**config.mk**
```make
export PLATFORM = sky130hd
export DESIGN_NAME = logic_shift_rotate_unit
export DESIGN_NICKNAME = d
export VERILOG_FILES = /design/src/include/lsr_pkg.sv /design/src/core/logic_shift_rotate_unit.sv
export SDC_FILE = /design/constraint.sdc
export NUM_CORES = 1
export LEC_CHECK = 0
export ABC_AREA = 1
export BUFFER_PORTS_ARGS = -buffer_cell sky130_fd_sc_hd__buf_2
export CAP_MARGIN = 20
export CELL_PAD_IN_SITES_DETAIL_PLACEMENT = 0
export CELL_PAD_IN_SITES_GLOBAL_PLACEMENT = 2
export CORE_MARGIN = 2
export CORE_UTILIZATION = 39
export DETAILED_ROUTE_END_ITERATION = 10
export PLACE_DENSITY = 0.87
export SKIP_LAST_GASP = 1
export SLEW_MARGIN = 40
export SYNTH_ARGS = -nofsm -noshare
export SYNTH_HDL_FRONTEND = slang
export SYNTH_SLANG_ARGS = --single-unit
```
**constraint.sdc**
```tcl
create_clock -name pclk -period 5.14 [get_ports pclk]
set_input_delay 0.514 -clock pclk [delete_from_list [all_inputs] [get_ports pclk]]
set_output_delay 0.514 -clock pclk [all_outputs]
set_load 0.005 [all_outputs]
```
**src/include/lsr_pkg.sv**
```systemverilog
// package: constants, types and register map of the logic, shift and rotate unit
package lsr_pkg;

  // ----------------------------------------------------------------
  // register map (byte addresses)
  // ----------------------------------------------------------------
  localparam logic [7:0] OFS_CTRL    = 8'h00;
  localparam logic [7:0] OFS_OPCODE  = 8'h04;
  localparam logic [7:0] OFS_OPERAND = 8'h08;
  localparam logic [7:0] OFS_SOURCE  = 8'h0C;
  localparam logic [7:0] OFS_COUNT   = 8'h10;
  localparam logic [7:0] OFS_FLAGS   = 8'h14;
  localparam logic [7:0] OFS_RESULT  = 8'h18;
  localparam logic [7:0] OFS_STATUS  = 8'h1C;

  // ----------------------------------------------------------------
  // field positions and reset values
  // ----------------------------------------------------------------
  localparam int CTRL_START_BIT   = 0;
  localparam int STAT_BUSY_BIT    = 0;
  localparam int STAT_DONE_BIT    = 1;
  localparam int STAT_ILLEGAL_BIT = 2;
  localparam int STAT_MEMWB_BIT   = 3;
  localparam logic [15:0] RST_WORD  = 16'h0000;
  localparam logic [7:0]  RST_BYTE  = 8'h00;

  // ----------------------------------------------------------------
  // opcode patterns (first byte without the width bit)
  // ----------------------------------------------------------------
  localparam logic [6:0] OPC_IMM_LOGIC = 7'h40;  // 1000000W
  localparam logic [6:0] OPC_SHIFT_ONE = 7'h68;  // 1101000W
  localparam logic [6:0] OPC_SHIFT_CNT = 7'h69;  // 1101001W
  localparam logic [6:0] OPC_SHIFT_IMM = 7'h60;  // 1100000W
  localparam logic [6:0] OPC_AND_ACC   = 7'h12;  // 0010010W
  localparam logic [6:0] OPC_OR_ACC    = 7'h06;  // 0000110W
  localparam logic [6:0] OPC_XOR_ACC   = 7'h1A;  // 0011010W
  localparam logic [1:0] MOD_REG       = 2'b11;

  // ----------------------------------------------------------------
  // timing counts in clock cycles
  // ----------------------------------------------------------------
  localparam logic [8:0] CYC_LOGIC_RR   = 9'h005;
  localparam logic [8:0] CYC_LOGIC_RM   = 9'h006;
  localparam logic [8:0] CYC_LOGIC_MR   = 9'h007;
  localparam logic [8:0] CYC_LOGIC_MI   = 9'h007;
  localparam logic [8:0] CYC_SHIFT1_REG = 9'h006;
  localparam logic [8:0] CYC_SHIFT1_MEM = 9'h008;
  localparam logic [8:0] CYC_SHIFTN_REG = 9'h005;
  localparam logic [8:0] CYC_SHIFTN_MEM = 9'h007;

  // ----------------------------------------------------------------
  // types
  // ----------------------------------------------------------------
  typedef enum logic [2:0] {
    OP_ROL  = 3'b000, OP_ROR  = 3'b001, OP_ROTATE_LEFT_THROUGH_CARRY_OP = 3'b010, OP_ROTATE_RIGHT_THROUGH_CARRY_OP = 3'b011,
    OP_SHL  = 3'b100, OP_SHR  = 3'b101, OP_BAD  = 3'b110, OP_ARITH_RIGHT_SHIFT_OP = 3'b111
  } shift_sel_t;

  typedef enum logic [2:0] {
    LG_OR = 3'b001, LG_AND = 3'b100, LG_XOR = 3'b110
  } logic_sel_t;

  typedef enum logic [1:0] {
    ST_IDLE = 2'b00,
    ST_RUN  = 2'b01
  } state_t;

  typedef struct packed {
    logic ovf;
    logic zero;
    logic sign;
    logic parity;
    logic aux;
    logic carry;
  } flags_t;

  localparam flags_t RST_FLAGS = 6'h00;

endpackage

```
**src/core/logic_shift_rotate_unit.sv**
```systemverilog
// logic, shift and rotate execution unit with an apb register port
//
// Operation
// - acc immediate forms: byte or word, 5 cycles
// - logical ops clear carry, overflow; set P,S,Z
// - memory immediate logical writes back, 7 cycles
// - 1000000W prefix, middle bits select op
// - count source from first opcode byte
// - repeat step while count nonzero, decrementing
// - single left shift: top into carry
// - counted left shift: 5+n or 7+n
// - single logical right shift, zero fill
// - counted logical right shift, overflow untouched
// - single arithmetic right shift clears overflow
// - counted arithmetic shift keeps top bit
// - left rotate copies top into carry, bottom
// - single right rotate: bottom into carry, top
// - counted right rotate repeats the step
// - single left rotate through carry
// - counted left rotate through carry
// - single right rotate through carry
//
// Decided for this implementation: the address map and register access over APB.
`timescale 1ns/1ps
module logic_shift_rotate_unit (
  input  wire logic        pclk,
  input  wire logic        presetn,
  input  wire logic        psel,
  input  wire logic        penable,
  input  wire logic        pwrite,
  input  wire logic [7:0]  paddr,
  input  wire logic [31:0] pwdata,
  output logic      [31:0] prdata,
  output logic             pready,
  output logic             pslverr,
  output logic             op_done
);
  // ----------------------------------------------------------------
  // apb slave
  // ----------------------------------------------------------------
  logic [31:0]     prdata_ff;
  logic            pready_ff;
  logic            pslverr_ff;
  logic [31:0]     nxt_prdata;
  logic            addr_hit;
  logic            wr_en;
  logic            start_req;
  logic [15:0]     opcode_ff;
  logic [7:0]      imm_cnt_ff;
  logic [15:0]     operand_ff;
  logic [15:0]     source_ff;
  logic [7:0]      count_low_register_ff;
  lsr_pkg::flags_t flags_ff;
  logic [15:0]     result_ff;
  logic            done_ff;
  logic            illegal_ff;
  logic            memwb_ff;
  logic            op_done_ff;
  lsr_pkg::state_t state_ff;
  assign prdata  = prdata_ff;
  assign pready  = pready_ff;
  assign pslverr = pslverr_ff;
  assign op_done = op_done_ff;
  assign wr_en     = psel & penable & pready_ff & pwrite & addr_hit;
  assign start_req = wr_en & (paddr == lsr_pkg::OFS_CTRL) & pwdata[lsr_pkg::CTRL_START_BIT];
  always_comb begin
    addr_hit   = 1'b1;
    nxt_prdata = 32'h0000_0000;
    case (paddr)
      lsr_pkg::OFS_CTRL:    nxt_prdata = 32'h0000_0000;
      lsr_pkg::OFS_OPCODE:  nxt_prdata = {8'h00, imm_cnt_ff, opcode_ff};
      lsr_pkg::OFS_OPERAND: nxt_prdata = {16'h0000, operand_ff};
      lsr_pkg::OFS_SOURCE:  nxt_prdata = {16'h0000, source_ff};
      lsr_pkg::OFS_COUNT:   nxt_prdata = {24'h00_0000, count_low_register_ff};
      lsr_pkg::OFS_FLAGS:   nxt_prdata = {26'h000_0000, flags_ff};
      lsr_pkg::OFS_RESULT:  nxt_prdata = {16'h0000, result_ff};
      lsr_pkg::OFS_STATUS:  nxt_prdata = {28'h000_0000, memwb_ff, illegal_ff, done_ff,
                                          state_ff == lsr_pkg::ST_RUN};
      default: begin
        addr_hit   = 1'b0;
        nxt_prdata = 32'h0000_0000;
      end
    endcase
  end
  // one wait state: answer in the second access cycle
  always_ff @(posedge pclk or negedge presetn) begin
    if (!presetn) begin
      pready_ff  <= 1'b0;
      prdata_ff  <= 32'h0000_0000;
      pslverr_ff <= 1'b0;
    end else begin
      pready_ff  <= psel & penable & ~pready_ff;
      prdata_ff  <= (psel & penable & ~pready_ff & ~pwrite) ? nxt_prdata : 32'h0000_0000;
      pslverr_ff <= psel & penable & ~pready_ff & ~addr_hit;
    end
  end
  // software operand registers
  always_ff @(posedge pclk or negedge presetn) begin
    if (!presetn) begin
      opcode_ff             <= lsr_pkg::RST_WORD;
      imm_cnt_ff            <= lsr_pkg::RST_BYTE;
      operand_ff            <= lsr_pkg::RST_WORD;
      source_ff             <= lsr_pkg::RST_WORD;
      count_low_register_ff <= lsr_pkg::RST_BYTE;
    end else if (wr_en && state_ff == lsr_pkg::ST_IDLE) begin
      if (paddr == lsr_pkg::OFS_OPCODE) begin
        opcode_ff  <= pwdata[15:0];
        imm_cnt_ff <= pwdata[23:16];
      end
      if (paddr == lsr_pkg::OFS_OPERAND) operand_ff <= pwdata[15:0];
      if (paddr == lsr_pkg::OFS_SOURCE) source_ff <= pwdata[15:0];
      if (paddr == lsr_pkg::OFS_COUNT) count_low_register_ff <= pwdata[7:0];
    end
  end

  // ----------------------------------------------------------------
  // decode
  // ----------------------------------------------------------------
  logic [6:0]  opc_hi;
  logic        wide;
  logic [1:0]  mod_f;
  logic [2:0]  mid_f;
  logic        is_mem;
  logic        dec_logic;
  logic        dec_shift;
  logic        dec_acc;
  logic        dec_memdst;
  logic        dec_single;
  logic [7:0]  dec_count;
  logic [8:0]  dec_target;
  logic [2:0]  dec_lop;
  logic [15:0] dec_src;
  assign opc_hi = opcode_ff[7:1];
  assign wide   = opcode_ff[0];
  assign mod_f  = opcode_ff[15:14];
  assign mid_f  = opcode_ff[13:11];
  assign is_mem = (mod_f != lsr_pkg::MOD_REG);
  always_comb begin
    dec_logic  = 1'b0;
    dec_shift  = 1'b0;
    dec_acc    = 1'b0;
    dec_memdst = 1'b0;
    dec_single = 1'b0;
    dec_count  = 8'h00;
    dec_target = lsr_pkg::CYC_LOGIC_RR;
    dec_lop    = mid_f;
    dec_src    = source_ff;
    if (opc_hi == lsr_pkg::OPC_IMM_LOGIC) begin
      dec_logic  = (mid_f == lsr_pkg::LG_AND) | (mid_f == lsr_pkg::LG_OR) |
                   (mid_f == lsr_pkg::LG_XOR);
      dec_memdst = is_mem;
      dec_target = is_mem ? lsr_pkg::CYC_LOGIC_MI : lsr_pkg::CYC_LOGIC_RR;
      dec_src    = wide ? source_ff : {8'h00, source_ff[7:0]};
    end else if (opc_hi == lsr_pkg::OPC_AND_ACC || opc_hi == lsr_pkg::OPC_OR_ACC ||
                 opc_hi == lsr_pkg::OPC_XOR_ACC) begin
      dec_logic  = 1'b1;
      dec_acc    = 1'b1;
      dec_lop    = (opc_hi == lsr_pkg::OPC_AND_ACC) ? lsr_pkg::LG_AND :
                   (opc_hi == lsr_pkg::OPC_OR_ACC)  ? lsr_pkg::LG_OR : lsr_pkg::LG_XOR;
      dec_target = lsr_pkg::CYC_LOGIC_RR;
      dec_src    = wide ? source_ff : {8'h00, source_ff[7:0]};
    end else if (opcode_ff[7:6] == 2'b00 && opcode_ff[2] == 1'b0 &&
                 (opcode_ff[5:3] == lsr_pkg::LG_AND || opcode_ff[5:3] == lsr_pkg::LG_OR ||
                  opcode_ff[5:3] == lsr_pkg::LG_XOR)) begin
      dec_logic  = 1'b1;
      dec_lop    = opcode_ff[5:3];
      dec_memdst = is_mem & ~opcode_ff[1];
      dec_target = !is_mem ? lsr_pkg::CYC_LOGIC_RR :
                   opcode_ff[1] ? lsr_pkg::CYC_LOGIC_RM : lsr_pkg::CYC_LOGIC_MR;
    end else if (opc_hi == lsr_pkg::OPC_SHIFT_ONE || opc_hi == lsr_pkg::OPC_SHIFT_CNT ||
                 opc_hi == lsr_pkg::OPC_SHIFT_IMM) begin
      dec_shift  = (mid_f != lsr_pkg::OP_BAD);
      dec_memdst = is_mem;
      dec_single = (opc_hi == lsr_pkg::OPC_SHIFT_ONE);
      dec_count  = dec_single ? 8'h01 :
                   (opc_hi == lsr_pkg::OPC_SHIFT_CNT) ? count_low_register_ff : imm_cnt_ff;
      if (dec_single) begin
        dec_target = is_mem ? lsr_pkg::CYC_SHIFT1_MEM : lsr_pkg::CYC_SHIFT1_REG;
      end else begin
        dec_target = (is_mem ? lsr_pkg::CYC_SHIFTN_MEM : lsr_pkg::CYC_SHIFTN_REG) +
                     {1'b0, dec_count};
      end
    end
  end
  logic [15:0] logic_res;
  always_comb begin
    case (dec_lop)
      lsr_pkg::LG_AND: logic_res = operand_ff & dec_src;
      lsr_pkg::LG_OR:  logic_res = operand_ff | dec_src;
      default:         logic_res = operand_ff ^ dec_src;
    endcase
  end

  // ----------------------------------------------------------------
  // execution state
  // ----------------------------------------------------------------
  logic [8:0]  cnt_ff;
  logic [8:0]  target_ff;
  logic [7:0]  temp_ff;
  logic [15:0] work_ff;
  logic        cy_ff;
  logic        kind_logic_ff;
  logic        single_ff;
  logic        zero_cnt_ff;
  logic        wide_ff;
  logic [2:0]  op_ff;
  logic [7:0]  hi_keep_ff;
  logic        memdst_ff;
  logic        complete;
  assign complete = (state_ff == lsr_pkg::ST_RUN) && (cnt_ff == target_ff);
  always_ff @(posedge pclk or negedge presetn) begin
    if (!presetn) begin
      state_ff <= lsr_pkg::ST_IDLE;
      cnt_ff   <= 9'h000;
    end else begin
      case (state_ff)
        lsr_pkg::ST_IDLE: begin
          if (start_req && (dec_logic || dec_shift)) begin
            state_ff <= lsr_pkg::ST_RUN;
            cnt_ff   <= 9'h001;
          end
        end
        lsr_pkg::ST_RUN: begin
          if (complete) begin
            state_ff <= lsr_pkg::ST_IDLE;
          end else begin
            cnt_ff <= cnt_ff + 9'h001;
          end
        end
        default: state_ff <= lsr_pkg::ST_IDLE;
      endcase
    end
  end

  // single-bit step
  logic [15:0] ls;
  logic [15:0] rs;
  logic [15:0] top_mask;
  logic [15:0] nxt_work;
  logic        nxt_cy;
  logic        msb;
  always_comb begin
    msb      = wide_ff ? work_ff[15] : work_ff[7];
    ls       = wide_ff ? {work_ff[14:0], 1'b0} : {8'h00, work_ff[6:0], 1'b0};
    rs       = wide_ff ? {1'b0, work_ff[15:1]} : {9'h000, work_ff[7:1]};
    top_mask = wide_ff ? 16'h8000 : 16'h0080;
    nxt_cy   = op_ff[0] ? work_ff[0] : msb;
    case (op_ff)
      lsr_pkg::OP_SHL:  nxt_work = ls;
      lsr_pkg::OP_SHR:  nxt_work = rs;
      lsr_pkg::OP_ARITH_RIGHT_SHIFT_OP: nxt_work = rs | (msb ? top_mask : 16'h0000);
      lsr_pkg::OP_ROL:  nxt_work = {ls[15:1], msb};
      lsr_pkg::OP_ROR:  nxt_work = rs | (work_ff[0] ? top_mask : 16'h0000);
      lsr_pkg::OP_ROTATE_LEFT_THROUGH_CARRY_OP: nxt_work = {ls[15:1], cy_ff};
      lsr_pkg::OP_ROTATE_RIGHT_THROUGH_CARRY_OP: nxt_work = rs | (cy_ff ? top_mask : 16'h0000);
      default:          nxt_work = work_ff;
    endcase
  end

  always_ff @(posedge pclk or negedge presetn) begin
    if (!presetn) begin
      work_ff       <= lsr_pkg::RST_WORD;
      temp_ff       <= 8'h00;
      cy_ff         <= 1'b0;
      target_ff     <= 9'h000;
      kind_logic_ff <= 1'b0;
      single_ff     <= 1'b0;
      zero_cnt_ff   <= 1'b0;
      wide_ff       <= 1'b0;
      op_ff         <= 3'b000;
      hi_keep_ff    <= 8'h00;
      memdst_ff     <= 1'b0;
    end else if (state_ff == lsr_pkg::ST_IDLE && start_req && (dec_logic || dec_shift)) begin
      work_ff       <= dec_logic ? logic_res : operand_ff;
      temp_ff       <= dec_logic ? 8'h00 : dec_count;
      cy_ff         <= flags_ff.carry;
      target_ff     <= dec_target;
      kind_logic_ff <= dec_logic;
      single_ff     <= dec_single;
      zero_cnt_ff   <= dec_shift & (dec_count == 8'h00);
      wide_ff       <= wide;
      op_ff         <= mid_f;
      hi_keep_ff    <= operand_ff[15:8];
      memdst_ff     <= dec_memdst;
    end else if (state_ff == lsr_pkg::ST_RUN && temp_ff != 8'h00) begin
      work_ff <= nxt_work;
      cy_ff   <= nxt_cy;
      temp_ff <= temp_ff - 8'h01;
    end
  end

  // ----------------------------------------------------------------
  // completion: result and flags
  // ----------------------------------------------------------------
  logic [15:0] fin_res;
  logic        fin_top;
  logic        fin_second;
  logic        fin_zero;
  logic        single_ovf;
  assign fin_res    = wide_ff ? work_ff : {hi_keep_ff, work_ff[7:0]};
  assign fin_top    = wide_ff ? work_ff[15] : work_ff[7];
  assign fin_second = wide_ff ? work_ff[14] : work_ff[6];
  assign fin_zero   = wide_ff ? (work_ff == 16'h0000) : (work_ff[7:0] == 8'h00);
  always_comb begin
    case (op_ff)
      lsr_pkg::OP_SHL, lsr_pkg::OP_ROL, lsr_pkg::OP_ROTATE_LEFT_THROUGH_CARRY_OP:
        single_ovf = fin_top ^ cy_ff;
      lsr_pkg::OP_ARITH_RIGHT_SHIFT_OP:
        single_ovf = 1'b0;
      default:
        single_ovf = fin_top ^ fin_second;
    endcase
  end

  always_ff @(posedge pclk or negedge presetn) begin
    if (!presetn) begin
      flags_ff <= lsr_pkg::RST_FLAGS;
    end else if (complete && !zero_cnt_ff) begin
      flags_ff.carry  <= cy_ff & ~kind_logic_ff;
      flags_ff.parity <= ~^work_ff[7:0];
      flags_ff.sign   <= fin_top;
      flags_ff.zero   <= fin_zero;
      if (single_ff || kind_logic_ff) begin
        flags_ff.ovf <= single_ovf & ~kind_logic_ff;
      end
    end else if (wr_en && paddr == lsr_pkg::OFS_FLAGS && state_ff == lsr_pkg::ST_IDLE) begin
      flags_ff <= pwdata[5:0];
    end
  end

  always_ff @(posedge pclk or negedge presetn) begin
    if (!presetn) begin
      result_ff  <= lsr_pkg::RST_WORD;
      done_ff    <= 1'b0;
      illegal_ff <= 1'b0;
      memwb_ff   <= 1'b0;
      op_done_ff <= 1'b0;
    end else begin
      op_done_ff <= complete;
      if (complete) begin
        result_ff <= fin_res;
        memwb_ff  <= memdst_ff;
        done_ff   <= 1'b1;
      end else if (start_req && state_ff == lsr_pkg::ST_IDLE) begin
        done_ff    <= 1'b0;
        illegal_ff <= ~(dec_logic | dec_shift);
      end
    end
  end

  // ----------------------------------------------------------------
  // checks
  // ----------------------------------------------------------------
  acc_timing_a: assert property (@(posedge pclk) disable iff (!presetn)
    start_req && state_ff == lsr_pkg::ST_IDLE && dec_acc |-> ##6 op_done_ff)
    else $error("accumulator immediate form not done after 5 cycles");
  logic_flags_a: assert property (@(posedge pclk) disable iff (!presetn)
    complete && kind_logic_ff |=> !flags_ff.carry && !flags_ff.ovf &&
                                  flags_ff.aux == $past(flags_ff.aux))
    else $error("logical op left carry or overflow set");
  mem_imm_time_a: assert property (@(posedge pclk) disable iff (!presetn)
    complete && kind_logic_ff && memdst_ff |->
      cnt_ff == lsr_pkg::CYC_LOGIC_MI ##1 memwb_ff)
    else $error("memory immediate logical took wrong time");
  count_step_a: assert property (@(posedge pclk) disable iff (!presetn)
    state_ff == lsr_pkg::ST_RUN && temp_ff != 8'h00 && !complete |=>
      temp_ff == $past(temp_ff) - 8'h01)
    else $error("count copy did not decrement");
  zero_count_a: assert property (@(posedge pclk) disable iff (!presetn)
    complete && zero_cnt_ff |=> flags_ff.carry == $past(flags_ff.carry) &&
                               result_ff == $past(fin_res))
    else $error("zero count changed carry or operand");
  counted_time_a: assert property (@(posedge pclk) disable iff (!presetn)
    start_req && state_ff == lsr_pkg::ST_IDLE && dec_shift && !dec_single && !is_mem &&
    dec_count == 8'h03 |-> ##9 op_done_ff)
    else $error("counted register shift of three not done in 8 cycles");
  single_time_a: assert property (@(posedge pclk) disable iff (!presetn)
    complete && single_ff |-> cnt_ff == (memdst_ff ? lsr_pkg::CYC_SHIFT1_MEM
                                                   : lsr_pkg::CYC_SHIFT1_REG))
    else $error("single bit step took wrong time");
  arith_right_shift_op_ovf_a: assert property (@(posedge pclk) disable iff (!presetn)
    complete && single_ff && op_ff == lsr_pkg::OP_ARITH_RIGHT_SHIFT_OP |=> !flags_ff.ovf)
    else $error("arithmetic right shift left overflow set");
  arith_right_shift_op_top_a: assert property (@(posedge pclk) disable iff (!presetn)
    state_ff == lsr_pkg::ST_RUN && temp_ff != 8'h00 && op_ff == lsr_pkg::OP_ARITH_RIGHT_SHIFT_OP |=>
      (wide_ff ? work_ff[15] : work_ff[7]) == $past(wide_ff ? work_ff[15] : work_ff[7]))
    else $error("arithmetic right shift lost its top bit");
  counted_ovf_a: assert property (@(posedge pclk) disable iff (!presetn)
    complete && !single_ff && !kind_logic_ff |=> flags_ff.ovf == $past(flags_ff.ovf))
    else $error("counted shift changed overflow");
endmodule // logic_shift_rotate_unit

```
**Yosys cells after proc, flatten, opt, wreduce, memory -nomap -nowiden**

Cells that the tools add are included.

- Add/subtract/negate cells: 3
- $mul: 0
- Divide/modulo/power cells: 0
- Magnitude comparators: 0
- Equality and inequality tests: 36
- Shifts and indexed selects: 0
- Mux-type cells: 75
- Bitwise logic cells: 33
- Reductions and logical operators: 46

Operators by type and width:

| cell | number |
|---|---|
| $mux W16 | 12 |
| $pmux W24 S7 | 1 |
| $pmux W16 S7 | 1 |
| $mux W8 | 9 |
| $mux W9 | 7 |
| $or A15 B16 Y16 | 3 |
| $eq A8 B5 Y1 const B | 4 |
| $mux W32 | 1 |
| $pmux W16 S2 | 1 |
| $eq A7 B7 Y1 const B | 4 |
| $mux W1 | 27 |
| $eq A3 B3 Y1 const B | 8 |
| $logic_not A8 Y1 | 3 |
| $pmux W9 S2 | 1 |
| $reduce_and A2 Y1 | 9 |
| $and A16 B16 Y16 | 1 |
| $eq A8 B4 Y1 const B | 2 |
| $logic_not A16 Y1 | 1 |
| $or A16 B16 Y16 | 1 |
| $reduce_bool A8 Y1 | 2 |
| $xor A16 B16 Y16 | 1 |
| $mux W15 | 1 |
| $mux W3 | 5 |
| $eq A7 B5 Y1 const B | 2 |
| other kinds (31) | 86 |

- Register bits: 185
- Bits in latches: 0
- RAM bits: 0
- Memory bits (read-only): 0
- Bits of input ports: 45
- Output and inout port bits: 35
- Logic and storage cells: 225
- Memories kept: 0

**Logic depth before layout (Yosys ltp)**

Gate-level depths: netlist of the first run.

- Word-level depth: 11
- Gate-level depth with buffers: 16
- Gate-level depth less buffers: 16

**Worst setup path after synthesis of the first run**

OpenSTA, ideal clock, no wires.

- Kind: register -> register
- Start: reg opcode_ff[3]
- End: reg target_ff[1]
- Data arrival time: 2.163 ns
- Required time: 5.020 ns
- Setup slack: 2.857 ns
- Stages on the path, launching flop included: 16
- Period minus slack after synthesis: 2.283 ns
- Cell sequence: dfrtp_1 > inv_2 > nand2_1 > nor3_2 > nand2_2 > buf_4 > nand2_1 > nand3_1 > fa_1 > nor2_1 > o21ai_0 > nand2_1 > o21ai_0 > o211ai_1 > o21ai_0 > inv_1

- Cells in the longest elaborated chain, start to end: 9
- Elaborated cells between the ends (all ways): 34
- Classes of those cells: 1 x add/sub; 10 x eq/ne; 14 x mux; 9 x reduce/logical

RTL lines:

| element | RTL line | text |
|---|---|---|
| start, declared | logic_shift_rotate_unit.sv:48 | `logic [15:0] opcode_ff;` |
| start signal, assigned | logic_shift_rotate_unit.sv:100 | `opcode_ff <= lsr_pkg::RST_WORD;` |
| start signal, assigned | logic_shift_rotate_unit.sv:107 | `opcode_ff <= pwdata[15:0];` |
| $eq A7 B7 Y1, or another cell as far along | logic_shift_rotate_unit.sv:170, logic_shift_rotate_unit.sv:176 |  |
| $mux W8, or another cell as far along | logic_shift_rotate_unit.sv:176 | `(opc_hi == lsr_pkg::OPC_SHIFT_CNT) ? count_low_register_ff : imm_cnt_ff;` |
| $mux W8, or another cell as far along | logic_shift_rotate_unit.sv:175 | `dec_count = dec_single ? 8'h01 :` |
| $add A3 B8 Y9, or another cell as far along | logic_shift_rotate_unit.sv:180 | `dec_target = (is_mem ? lsr_pkg::CYC_SHIFTN_MEM : lsr_pkg::CYC_SHIFTN_REG) +` |
| $mux W9 or $mux W1 (tied branches) | logic_shift_rotate_unit.sv:177, logic_shift_rotate_unit.sv:162 |  |
| $mux W9 or $mux W1 (tied branches) | logic_shift_rotate_unit.sv:170, logic_shift_rotate_unit.sv:154 |  |
| $mux W9 or $mux W1 (tied branches) | logic_shift_rotate_unit.sv:162, logic_shift_rotate_unit.sv:148 |  |
| $mux W9 or $logic_or A1 B1 Y1 (tied branches) | logic_shift_rotate_unit.sv:154, logic_shift_rotate_unit.sv:273 |  |
| $mux W9 or $logic_and A1 B1 Y1 (tied branches) | logic_shift_rotate_unit.sv:148, logic_shift_rotate_unit.sv:273 |  |
| end signal, assigned | logic_shift_rotate_unit.sv:277 | `target_ff <= dec_target;` |
| end, declared | logic_shift_rotate_unit.sv:198 | `logic [8:0] target_ff;` |

Parallel ways exist; a longest one is shown, timed or not.
A chain may end at the register's enable or synchronous reset.

**Worst setup path in the final report of the first run**

- Start: reg opcode_ff[1]
- End: reg work_ff[0]

- Cells in the longest elaborated chain, start to end: 11
- Elaborated cells between the ends (all ways): 36
- Classes of those cells: 9 x eq/ne; 15 x mux; 3 x bitwise; 9 x reduce/logical

RTL lines:

| element | RTL line | text |
|---|---|---|
| parallel branches: the longest is 11 deep, another holds $pmux W16 S2 | -- |  |
| end signal, assigned | logic_shift_rotate_unit.sv:262 | `work_ff <= lsr_pkg::RST_WORD;` |
| end signal, assigned | logic_shift_rotate_unit.sv:274 | `work_ff <= dec_logic ? logic_res : operand_ff;` |
| end signal, assigned | logic_shift_rotate_unit.sv:286 | `work_ff <= nxt_work;` |
| end, declared | logic_shift_rotate_unit.sv:200 | `logic [15:0] work_ff;` |

Parallel ways; which one is timed is not known.

==> impl_metrics.tcl, run 1 <==
set metrics [dict create \
    cts_num_sinks 176 \
    drt_first_pass_iters 5 \
    synthArstFlopShare_pct 100 \
    start_kind "flop" \
    synth_most_common_cell "nand2_1" \
    final_nets 1424 \
    cp.required_ps 5480 \
    routedWlPerCell_um 18.2 \
    num_rows 58 \
    syn2layout_area_growth_pct 11.3 \
    crit_arrival_ps 3550 \
    placed_cells 1649 \
    htreeDepth 4 \
    synth.area.top_cells "dfrtp_1, nand2_1, o21ai_0" \
    ios 80 \
    critical_path.max_stage_delay_ps 490 \
    syn_area_per_cell_sq_um 7.70 \
    grt_max_degree 70 \
    synth_top_cell_by_area "dfrtp_1" \
    yosysSeqAreaShare_pct 44.1 \
    power.density_mw_per_mm2 249 \
    p_sw_mw 0.677 \
    antenna_cells 0 \
    synth_cell_types 51 \
    netlist.area_leader.share_pct 44.1 \
    crit_chain "nor2_1 -> nand2_1 -> inv_2 -> nand2_1 -> nand3_1 -> nand2_2 -> nand2_4 -> nand3_2 -> nand3_1 -> nand2_4 -> inv_4 -> nor2_1 -> a21oi_1" \
    ys_seq_elements 176 \
    vias 8643 \
    gp_congestion 0.851 \
    path_class "reg2reg" \
    antenna_left 0 \
    cts_buffers 17 \
    stdcell_count 1680 \
    grt_pass1_wl_mm 48.1 \
    hpwl_mm 21.6 \
    place_ws_ps 1760 \
    p_leak_nw 5.58 \
    grt_pass1_vias 8419 \
    drt_iter0_drc 620 \
    synth_edf_count 0 \
    drive_above_1_share_pct 11.8 \
    setup_ws_ps 1930 \
    die-area_sq_mm 0.0269 \
    vdd_drop_max_mv 0.166 \
    hold_viol 0 \
    die_x_um 164 \
    use_met1_pct 32.1 \
    syn_inst 1296 \
    cts_setup_buffers 0 \
    antenna_found_initial 0 \
    tightest_slew_ps 823 \
    end_kind "flop" \
    fin_skew_ps 16.0 \
    cap_violations 0 \
    overflow 0 \
    core_area_sq_mm 0.0252 \
    slew_headroom_pct 45.0 \
    path_buf_inv 2 \
    post-route-period-util_pct 62.4 \
    rsz0062_at_grt "false" \
    viasPerCell 5.14 \
    start_util_pct 39.6 \
    drc 0 \
    min_period_ps 3210 \
    clock_power_share_pct 47.4 \
    postCtsResizedCells 0 \
    synth_common_cells "nand2_1, dfrtp_1, inv_1" \
    clk-insertion-delay-late_ps 430 \
    holdBufCountCts 0 \
    cts_tree "done" \
    seqPwrFrac_pct 50.1 \
    hp-class "in2async" \
    cp_top_family "simple AND/OR/NAND/NOR gates" \
    setup_viol 0 \
    drt_wl_total_mm 30.5 \
    p_comb_share_pct 2.5 \
    met3_usage_pct 2.68 \
    grt_usage_pct 23.6 \
    yosys_warnings 0 \
    fmax_mhz 312 \
    n_fill_cell 2612 \
    clockBufferDepth 2 \
    grtUsageMet2_pct 38.4 \
    worstPathMaxFanout 24 \
    hold_slack_ps 67.0 \
    switching_share_pct 24.5 \
    final_max_slew_viol_count 0 \
    path_clk_slew_ps 80 \
    slowest_stage "dfrtp_1" \
    die_h_um 164 \
    status "completed" \
    syn_area_sq_mm 0.00998 \
    p_int_mw 2.09 \
    setup_tns_ps 0 \
    io_buffers 63 \
    power_mw 2.77 \
    root_buffer "clkbuf_16" \
    globalRoute.busiestLayer "met2" \
    synth_top_flop_cell "dfrtp_1" \
]
[placed cells by master, fill, tap and decap left out, types with 3 or more instances in the layout]
| cell | count |
|---|---|
| ha_1 | 40 |
| nor3_1 | 20 |
| a31oi_1 | 5 |
| nand4_1 | 11 |
| nand2_4 | 3 |
| dfrtp_1 | 176 |
| nand2_2 | 9 |
| o21ai_0 | 131 |
| xor2_1 | 10 |
| nand2_1 | 276 |
| o22ai_1 | 21 |
| clkbuf_16 | 17 |
| o221ai_1 | 4 |
| inv_2 | 16 |
| nor2_2 | 5 |
| conb_1 | 8 |
| nor2_1 | 123 |
| a221oi_1 | 16 |
| o21a_1 | 3 |
| xnor2_1 | 5 |
| buf_4 | 7 |
| a21oi_2 | 14 |
| inv_6 | 4 |
| nand3_1 | 77 |
| clkinv_4 | 3 |
| a21oi_1 | 72 |
| inv_1 | 167 |
| o21ai_1 | 3 |
| o211ai_1 | 5 |
| buf_2 | 62 |
[final timing paths]
| check | start | end | slack [ps] | depth (start not counted) |
|---|---|---|---|---|
| worst max-delay path | opcode_ff[1] | work_ff[0] | 1930 | 13 |
| worst min-delay path | presetn | imm_cnt_ff[4] | 70 | 1 |
| worst max register to register | opcode_ff[1] | work_ff[0] | 1930 | 13 |
| worst min register to register | flags_ff[1] | flags_ff[1] | 490 | 2 |
| max in group asynchronous | presetn | temp_ff[0] | 3900 | 2 |
| min in group pclk | pwdata[20] | imm_cnt_ff[4] | 330 | 3 |
[area by class of cell]
type	instances	area [sq um]	area share [%]
well taps	330	413	3.72
repair buffers	70	377	3.39
inverters	188	716	6.44
multi-input cells	885	4620	41.6
clock buffers	18	429	3.86
flip-flops and latches	176	4400	39.6
clock inverters	13	153	1.37
[logic make-up after synthesis]
| family | Yosys count | share of synthesized area (%) |
|---|---|---|
| other | 1 | 0.0376 |
| AO/OA/AOI/OAI | 284 | 16.3 |
| AND/OR/NAND/NOR | 536 | 22.9 |
| multiplexers | 1 | 0.113 |
| buffers and inverters | 242 | 9.96 |
| XOR/XNOR | 15 | 1.32 |
| flip-flops | 176 | 44.1 |
| adder cells (fa/ha/maj) | 41 | 5.21 |
[per-stage QoR]
step	area, sq um	utilization (%)
after floorplan	10000	-
after global placement	10500	41.8
after detailed placement	10500	41.8
after CTS	11100	44.1
after global routing	11100	44.1
final	11100	44.1
[power by group through the flow]
| stage | sequential, mW | clock, mW | combinational [mW] |
|---|---|---|---|
| CTS | 1.39 | 1.33 | 0.0714 |
| detailed placement | 1.41 | 0 | 0.0713 |
| global route | 1.38 | 1.39 | 0.0799 |
| global placement | 1.41 | 0 | 0.0711 |
| floorplan | 1.41 | 0 | 0.0196 |
| finish | 1.39 | 1.31 | 0.0693 |
[state kept, by name (all words and copies together), names as in the netlist, 3 cells and up]
register / count
cnt_ff: 9
target_ff: 9
operand_ff: 16
imm_cnt_ff: 8
opcode_ff: 16
result_ff: 16
work_ff: 16
hi_keep_ff: 8
source_ff: 16
op_ff: 3
flags_ff: 6
temp_ff: 8
count_low_register_ff: 8
prdata: 24
[per-layer routing]
layer	vias up	part of all wire (%)
met5	-	0
met4	0	3.5
met3	47	4.4
met2	230	46
met1	4072	46
li1	4294	-
Note: power is estimated with default switching activity, not from simulation.
==> run 2, diff against run 1 <==
--- a/config.mk
+++ b/config.mk
@@ -5,15 +5,15 @@
 export SDC_FILE = /design/constraint.sdc
 export NUM_CORES = 1
 export LEC_CHECK = 0
-export ABC_AREA = 1
+export ABC_AREA = 0
 export BUFFER_PORTS_ARGS = -buffer_cell sky130_fd_sc_hd__buf_2
 export CAP_MARGIN = 20
 export CELL_PAD_IN_SITES_DETAIL_PLACEMENT = 0
 export CELL_PAD_IN_SITES_GLOBAL_PLACEMENT = 2
 export CORE_MARGIN = 2
-export CORE_UTILIZATION = 39
+export CORE_UTILIZATION = 35
 export DETAILED_ROUTE_END_ITERATION = 10
-export PLACE_DENSITY = 0.87
+export PLACE_DENSITY = 0.76
 export SKIP_LAST_GASP = 1
 export SLEW_MARGIN = 40
 export SYNTH_ARGS = -nofsm -noshare
==> constraint.sdc (replaced) <==
create_clock -name pclk -period 2.91 [get_ports pclk]
set_input_delay 0.291 -clock pclk [delete_from_list [all_inputs] [get_ports pclk]]
set_output_delay 0.291 -clock pclk [all_outputs]
set_load 0.005 [all_outputs]
==> run 2 against run 1 <==
Effect of this change: non-clock buffer count is 45 higher; cell count is 12% lower; clock skew is 7.9 ps higher; sequential share of layout area is 1.4 points lower; critical endpoint is now target_ff[7]; largest power group is now the clock network.
==> impl_metrics.tcl, run 2 <==
set metrics [dict create \
    status "completed" \
    synth_top_flop_cell "dfrtp_1" \
    io_buffers 63 \
    overflow 0 \
    yosys_warnings 0 \
    grt_pass1_vias 7661 \
    drt_first_pass_iters 5 \
    drc 0 \
    setup_viol 0 \
    synthArstFlopShare_pct 100 \
    syn2layout_area_growth_pct 16.7 \
    htreeDepth 4 \
    start_kind "flop" \
    tightest_slew_ps 698 \
    viasPerCell 5.38 \
    synth.area.top_cells "dfrtp_1, mux2_2, ha_1" \
    p_leak_nw 5.03 \
    hold_viol 0 \
    syn_area_sq_mm 0.00987 \
    synth_xor_area_share_pct 2.40 \
    cts_num_sinks 176 \
    final_nets 1168 \
    register_area_sq_mm 0.00440 \
    min_period_ps 2780 \
    drt_iter0_drc 576 \
    cts_tree "done" \
    routedWlPerCell_um 20.9 \
    synth-compound-area-share_pct 18.9 \
    post-route-period-util_pct 95.5 \
    synth_most_common_cell "dfrtp_1" \
    fmax_mhz 360 \
    yosys.area_share.simple_pct 14.4 \
    yosysSeqAreaShare_pct 44.6 \
    final_cell_mix "dfrtp_1, nand2_1, o21ai_0" \
    path_class "reg2reg" \
    slew_headroom_pct 53.5 \
    grt_pass1_wl_mm 47.6 \
    synth_common_cells "dfrtp_1, nand2_1, o21ai_0" \
    worstPathMaxFanout 5 \
    path_clk_slew_ps 90 \
    ys_seq_elements 176 \
    die-area_sq_mm 0.0296 \
    grt_usage_pct 21.6 \
    clockBufferDepth 2 \
    num_rows 61 \
    clk-insertion-delay-late_ps 450 \
    die_x_um 172 \
    vias 7927 \
    synth_top_cell_by_area "dfrtp_1" \
    setup_tns_ps 0 \
    synth_edf_count 0 \
    netlist.area_leader.share_pct 44.6 \
    synth_cell_types 68 \
    die_h_um 172 \
    antenna_left 0 \
    synth_top_family_by_area "compound AO/OA/AOI/OAI gates" \
    final_util_pct 41.5 \
    antenna_found_initial 0 \
    syn_area_per_cell_sq_um 9.78 \
    cap_violations 0 \
    gp_congestion 0.879 \
    drt_wl_total_mm 30.8 \
    cp.required_ps 3230 \
    n_fill_cell 2782 \
    multi_input_area_sq_mm 0.00506 \
    ios 80 \
    synth-adder-area-share_pct 5.27 \
    hpwl_mm 22.2 \
    fin_skew_ps 23.9 \
    drive_above_1_share_pct 21.1 \
    root_buffer "clkbuf_16" \
    rsz0062_at_grt "false" \
    synthMuxAreaShare_pct 9.43 \
    layout_commonest_cell "dfrtp_1" \
    crit_arrival_ps 3100 \
    core_area_sq_mm 0.0278 \
    hp-class "in2reg" \
    syn_inst 1010 \
    cts_buffers 17 \
    power.density_mw_per_mm2 441 \
    end_kind "flop" \
    antenna_cells 0 \
    vdd_drop_max_mv 0.406 \
    largest_register_ffs 24 \
    start_util_pct 35.5 \
    grt_max_degree 81 \
    final_max_slew_viol_count 0 \
]
[run 2: cell count changes after synthesis, moves of 55 or more]
cell     previous run  this run
inv_1             168        48
mux2_2              1        56
nand2_1           278       126
nand3_1            77        10
nor2_1            123        30
o21ai_0           131        75
[run 2: where the power goes]
part	switching (mW)	total (mW)	internal (mW)	leakage (nW)
clock	1.28	2.49	1.21	0.307
sequential	0.00161	2.45	2.45	2.31
combinational	0.106	0.143	0.0367	2.41
total	1.39	5.08	3.69	5.03
[run 2: cell families after synthesis]
family	after synthesis
AND/OR/NAND/NOR	282
buffers and inverters	117
flip-flops	176
other	1
XOR/XNOR	27
multiplexers	86
adder cells (fa/ha/maj)	41
AO/OA/AOI/OAI	280
[run 2: critical path, stage by stage (launching register included)]
cell and delay [ps]:
dfrtp_1 390, or4b_4 610, nor2_4 130, nand3_1 80, nand2_1 150, ha_1 270
a221o_1 310, o221ai_1 240, a21oi_1 100, xnor2_1 140, a32o_1 260
[run 2: repair_timing]
action	CTS	global route
endpoints found under the setup margin	0	3
gates resized for setup	0	2
hold buffers	1	0
setup buffers	0	0
endpoints found under the hold margin	76	0
[run 2: layout make-up]
| class | instances | share of cell area [%] |
|---|---|---|
| clock buffers | 17 | 3.69 |
| clock inverters | 15 | 1.85 |
| inverters | 48 | 1.56 |
| multi-input cells | 724 | 44.0 |
| flip-flops and latches | 176 | 38.2 |
| well taps | 378 | 4.11 |
| repair buffers | 115 | 6.58 |
[run 2: final timing paths]
check | startpoint | endpoint | slack, ps | cells after the start
max | opcode_ff[2] | target_ff[7] | 130 | 10
min | pwdata[10] | operand_ff[10] | 70 | 3
max reg2reg | opcode_ff[2] | target_ff[7] | 130 | 10
min reg2reg | hi_keep_ff[7] | hi_keep_ff[7] | 490 | 2
max in group asynchronous | presetn | source_ff[10] | 1630 | 3
min in group asynchronous | presetn | count_low_register_ff[5] | 450 | 2
[run 2: routing by layer]
layer	part of all wire (%)	up-vias	global-route usage, %
met4	1.5	0	4.97
met3	4.1	19	3.52
li1	-	3768	-
met2	44	186	32.9
met5	0	-	0
met1	50	3954	32.1
[run 2: through the flow]
stage | setup WS, ps | area [sq um] | hold slack (ps) | instances | power (mW)
3_3_place_gp | 145 | 10800 | 378 | 1439 | 2.64
3_5_place_dp | 136 | 10900 | 384 | 1440 | 2.64
4_1_cts | 124 | 11500 | 57.3 | 1473 | 5.14
2_1_floorplan | 36.3 | 9900 | -4.59 | 1017 | 2.53
5_1_grt | 17.7 | 11500 | 66.0 | 1473 | 5.24
6_report | 130 | 11500 | 70.8 | 1473 | 5.08
==> run 3, diff against run 2 <==
--- a/config.mk
+++ b/config.mk
@@ -10,9 +10,11 @@
 export CAP_MARGIN = 20
 export CELL_PAD_IN_SITES_DETAIL_PLACEMENT = 0
 export CELL_PAD_IN_SITES_GLOBAL_PLACEMENT = 2
+export CORE_ASPECT_RATIO = 0.75
 export CORE_MARGIN = 2
 export CORE_UTILIZATION = 35
 export DETAILED_ROUTE_END_ITERATION = 10
+export HOLD_SLACK_MARGIN = 0.1
 export PLACE_DENSITY = 0.76
 export SKIP_LAST_GASP = 1
 export SLEW_MARGIN = 40
==> constraint.sdc (replaced) <==
create_clock -name pclk -period 2.91 [get_ports pclk]
set_input_delay 0.582 -clock pclk [delete_from_list [all_inputs] [get_ports pclk]]
set_output_delay 0.582 -clock pclk [all_outputs]
set_load 0.005 [all_outputs]
==> run 3 against run 2 <==
Effect of this change: power increased by 0.48%; clock skew decreased by 14 ps; wire length increased by 2.7%; flip-flop and latch count unchanged; non-clock buffer count increased by 11; die area about the same; critical endpoint is now work_ff[11].
==> impl_metrics.tcl, run 3 (same netlist as run 2, synthesis figures left out) <==
set metrics [dict create \
    routedWlPerCell_um 21.6 \
    post-route-period-util_pct 95.6 \
    drt_iter0_drc 663 \
    worstPathMaxFanout 8 \
    hp-class "in2reg" \
    overflow 0 \
    switching_share_pct 24.2 \
    final_max_slew_viol_count 0 \
    drt_first_pass_iters 5 \
    place_ws_ps 82.2 \
    final_nets 1179 \
    htreeDepth 4 \
    hold_viol 0 \
    path_class "reg2reg" \
    start_kind "flop" \
    tightest_slew_ps 699 \
    placed_cells 1430 \
    fmax_mhz 359 \
    setup_viol 0 \
    rsz0062_at_grt "false" \
    io_buffers 63 \
    drc 0 \
    cp_top_family "simple AND/OR/NAND/NOR gates" \
    p_int_mw 3.87 \
    min_period_ps 2780 \
    clockBufferDepth 2 \
    path_buf_inv 2 \
    layout_commonest_cell "dfrtp_1" \
    start_util_pct 35.4 \
    final_util_pct 41.6 \
    slew_headroom_pct 52.9 \
    largest_register_ffs 24 \
    clk-insertion-delay-late_ps 440 \
    grt_max_degree 86 \
    end_kind "flop" \
    vdd_drop_max_mv 0.430 \
    placed_area_sq_mm 0.0109 \
    multi_input_area_sq_mm 0.00506 \
    die_x_um 198 \
    gp_congestion 0.870 \
    p_sw_mw 1.23 \
    critical_path.max_stage_delay_ps 580 \
    p_comb_share_pct 2.8 \
    fin_skew_ps 9.69 \
    antenna_cells 0 \
    crit_chain "or4b_4 -> or2_2 -> a21o_2 -> and2_1 -> inv_1 -> ha_1 -> o2bb2ai_1 -> a211oi_1 -> buf_4 -> o31ai_1" \
    drive_above_1_share_pct 22.0 \
    root_buffer "clkbuf_16" \
    core_area_sq_mm 0.0279 \
    cp.required_ps 3230 \
    p_leak_nw 5.07 \
    n_fill_cell 2779 \
    stdcell_count 1463 \
    num_rows 53 \
    ios 80 \
    die-area_sq_mm 0.0296 \
    cap_violations 0 \
    setup_ws_ps 127 \
    final_cell_mix "dfrtp_1, nand2_1, o21ai_0" \
    die_h_um 149 \
    viasPerCell 5.51 \
    setup_tns_ps 0 \
    power.density_mw_per_mm2 441 \
    register_area_sq_mm 0.00440 \
    antenna_found_initial 0 \
    drt_wl_total_mm 31.7 \
    clock_power_share_pct 49.3 \
    grt_usage_pct 22.3 \
    cts_setup_buffers 0 \
    slowest_stage "or4b_4" \
    seqPwrFrac_pct 47.9 \
    cts_num_sinks 176 \
    hpwl_mm 22.3 \
    vias 8056 \
    antenna_left 0 \
    grt_pass1_vias 7709 \
    cts_tree "done" \
    cts_buffers 17 \
    syn2layout_area_growth_pct 17.4 \
    crit_arrival_ps 3110 \
    status "completed" \
    grt_pass1_wl_mm 48.8 \
    stdcell_area_sq_mm 0.0116 \
    path_clk_slew_ps 70 \
]
-- run 3: worst paths after layout --
kind	start	endpoint	slack [ps]	cells past startpoint
max	opcode_ff[2]	work_ff[11]	130	10
min	pwdata[21]	imm_cnt_ff[5]	370	2
max reg2reg	opcode_ff[2]	work_ff[11]	130	10
min reg2reg	hi_keep_ff[1]	hi_keep_ff[1]	480	2
max in group asynchronous	presetn	op_done	1410	3
min in group asynchronous	presetn	pslverr	630	2
-- run 3: worst register-to-register path, cell delays in order, from the launching register on --
cell,delay (ps)
dfrtp_1,390
or4b_4,580
or2_2,330
a21o_2,290
and2_1,210
inv_1,50
ha_1,220
o2bb2ai_1,130
a211oi_1,250
buf_4,150
o31ai_1,60
-- run 3: timing repair --
| item | in CTS | in global routing |
|---|---|---|
| hold buffers | 1 | 0 |
| setup endpoints to repair | 0 | 3 |
| endpoints found under the hold margin | 38 | 0 |
| gates resized for setup | 0 | 5 |
-- run 3: final cells by class --
cell class | instances | share of cell area [%]
multi-input combinational | 724 | 43.7
sequential | 176 | 38.0
timing repair buffer | 126 | 7.44
tap | 357 | 3.85
clock buffer | 18 | 3.70
clock inverter | 14 | 1.77
inverter | 48 | 1.55
-- run 3: power by group through the flow --
stage | registers (mW) | clock network (mW) | logic [mW]
floorplan | 2.50 | 0 | 0.0325
global placement | 2.50 | 0 | 0.145
detailed placement | 2.50 | 0 | 0.145
CTS | 2.45 | 2.58 | 0.147
global route | 2.45 | 2.68 | 0.162
finish | 2.45 | 2.52 | 0.144
-- run 3: routing by layer --
metal | vias to the layer above | part of all wire [%] | global-route usage (%)
li1 | 3796 | - | -
met2 | 218 | 40 | 29.8
met3 | 20 | 5.6 | 3.79
met4 | 0 | 0.95 | 4.74
met5 | - | 0 | 0
met1 | 4022 | 53 | 36.5
-- run 3: per-stage QoR --
stage          power, mW  hold slack (ps)
6_report            5.11              367
5_1_grt             5.29              357
4_1_cts             5.17              348
3_5_place_dp        2.64              470
3_3_place_gp        2.64              459
2_1_floorplan       2.53              286
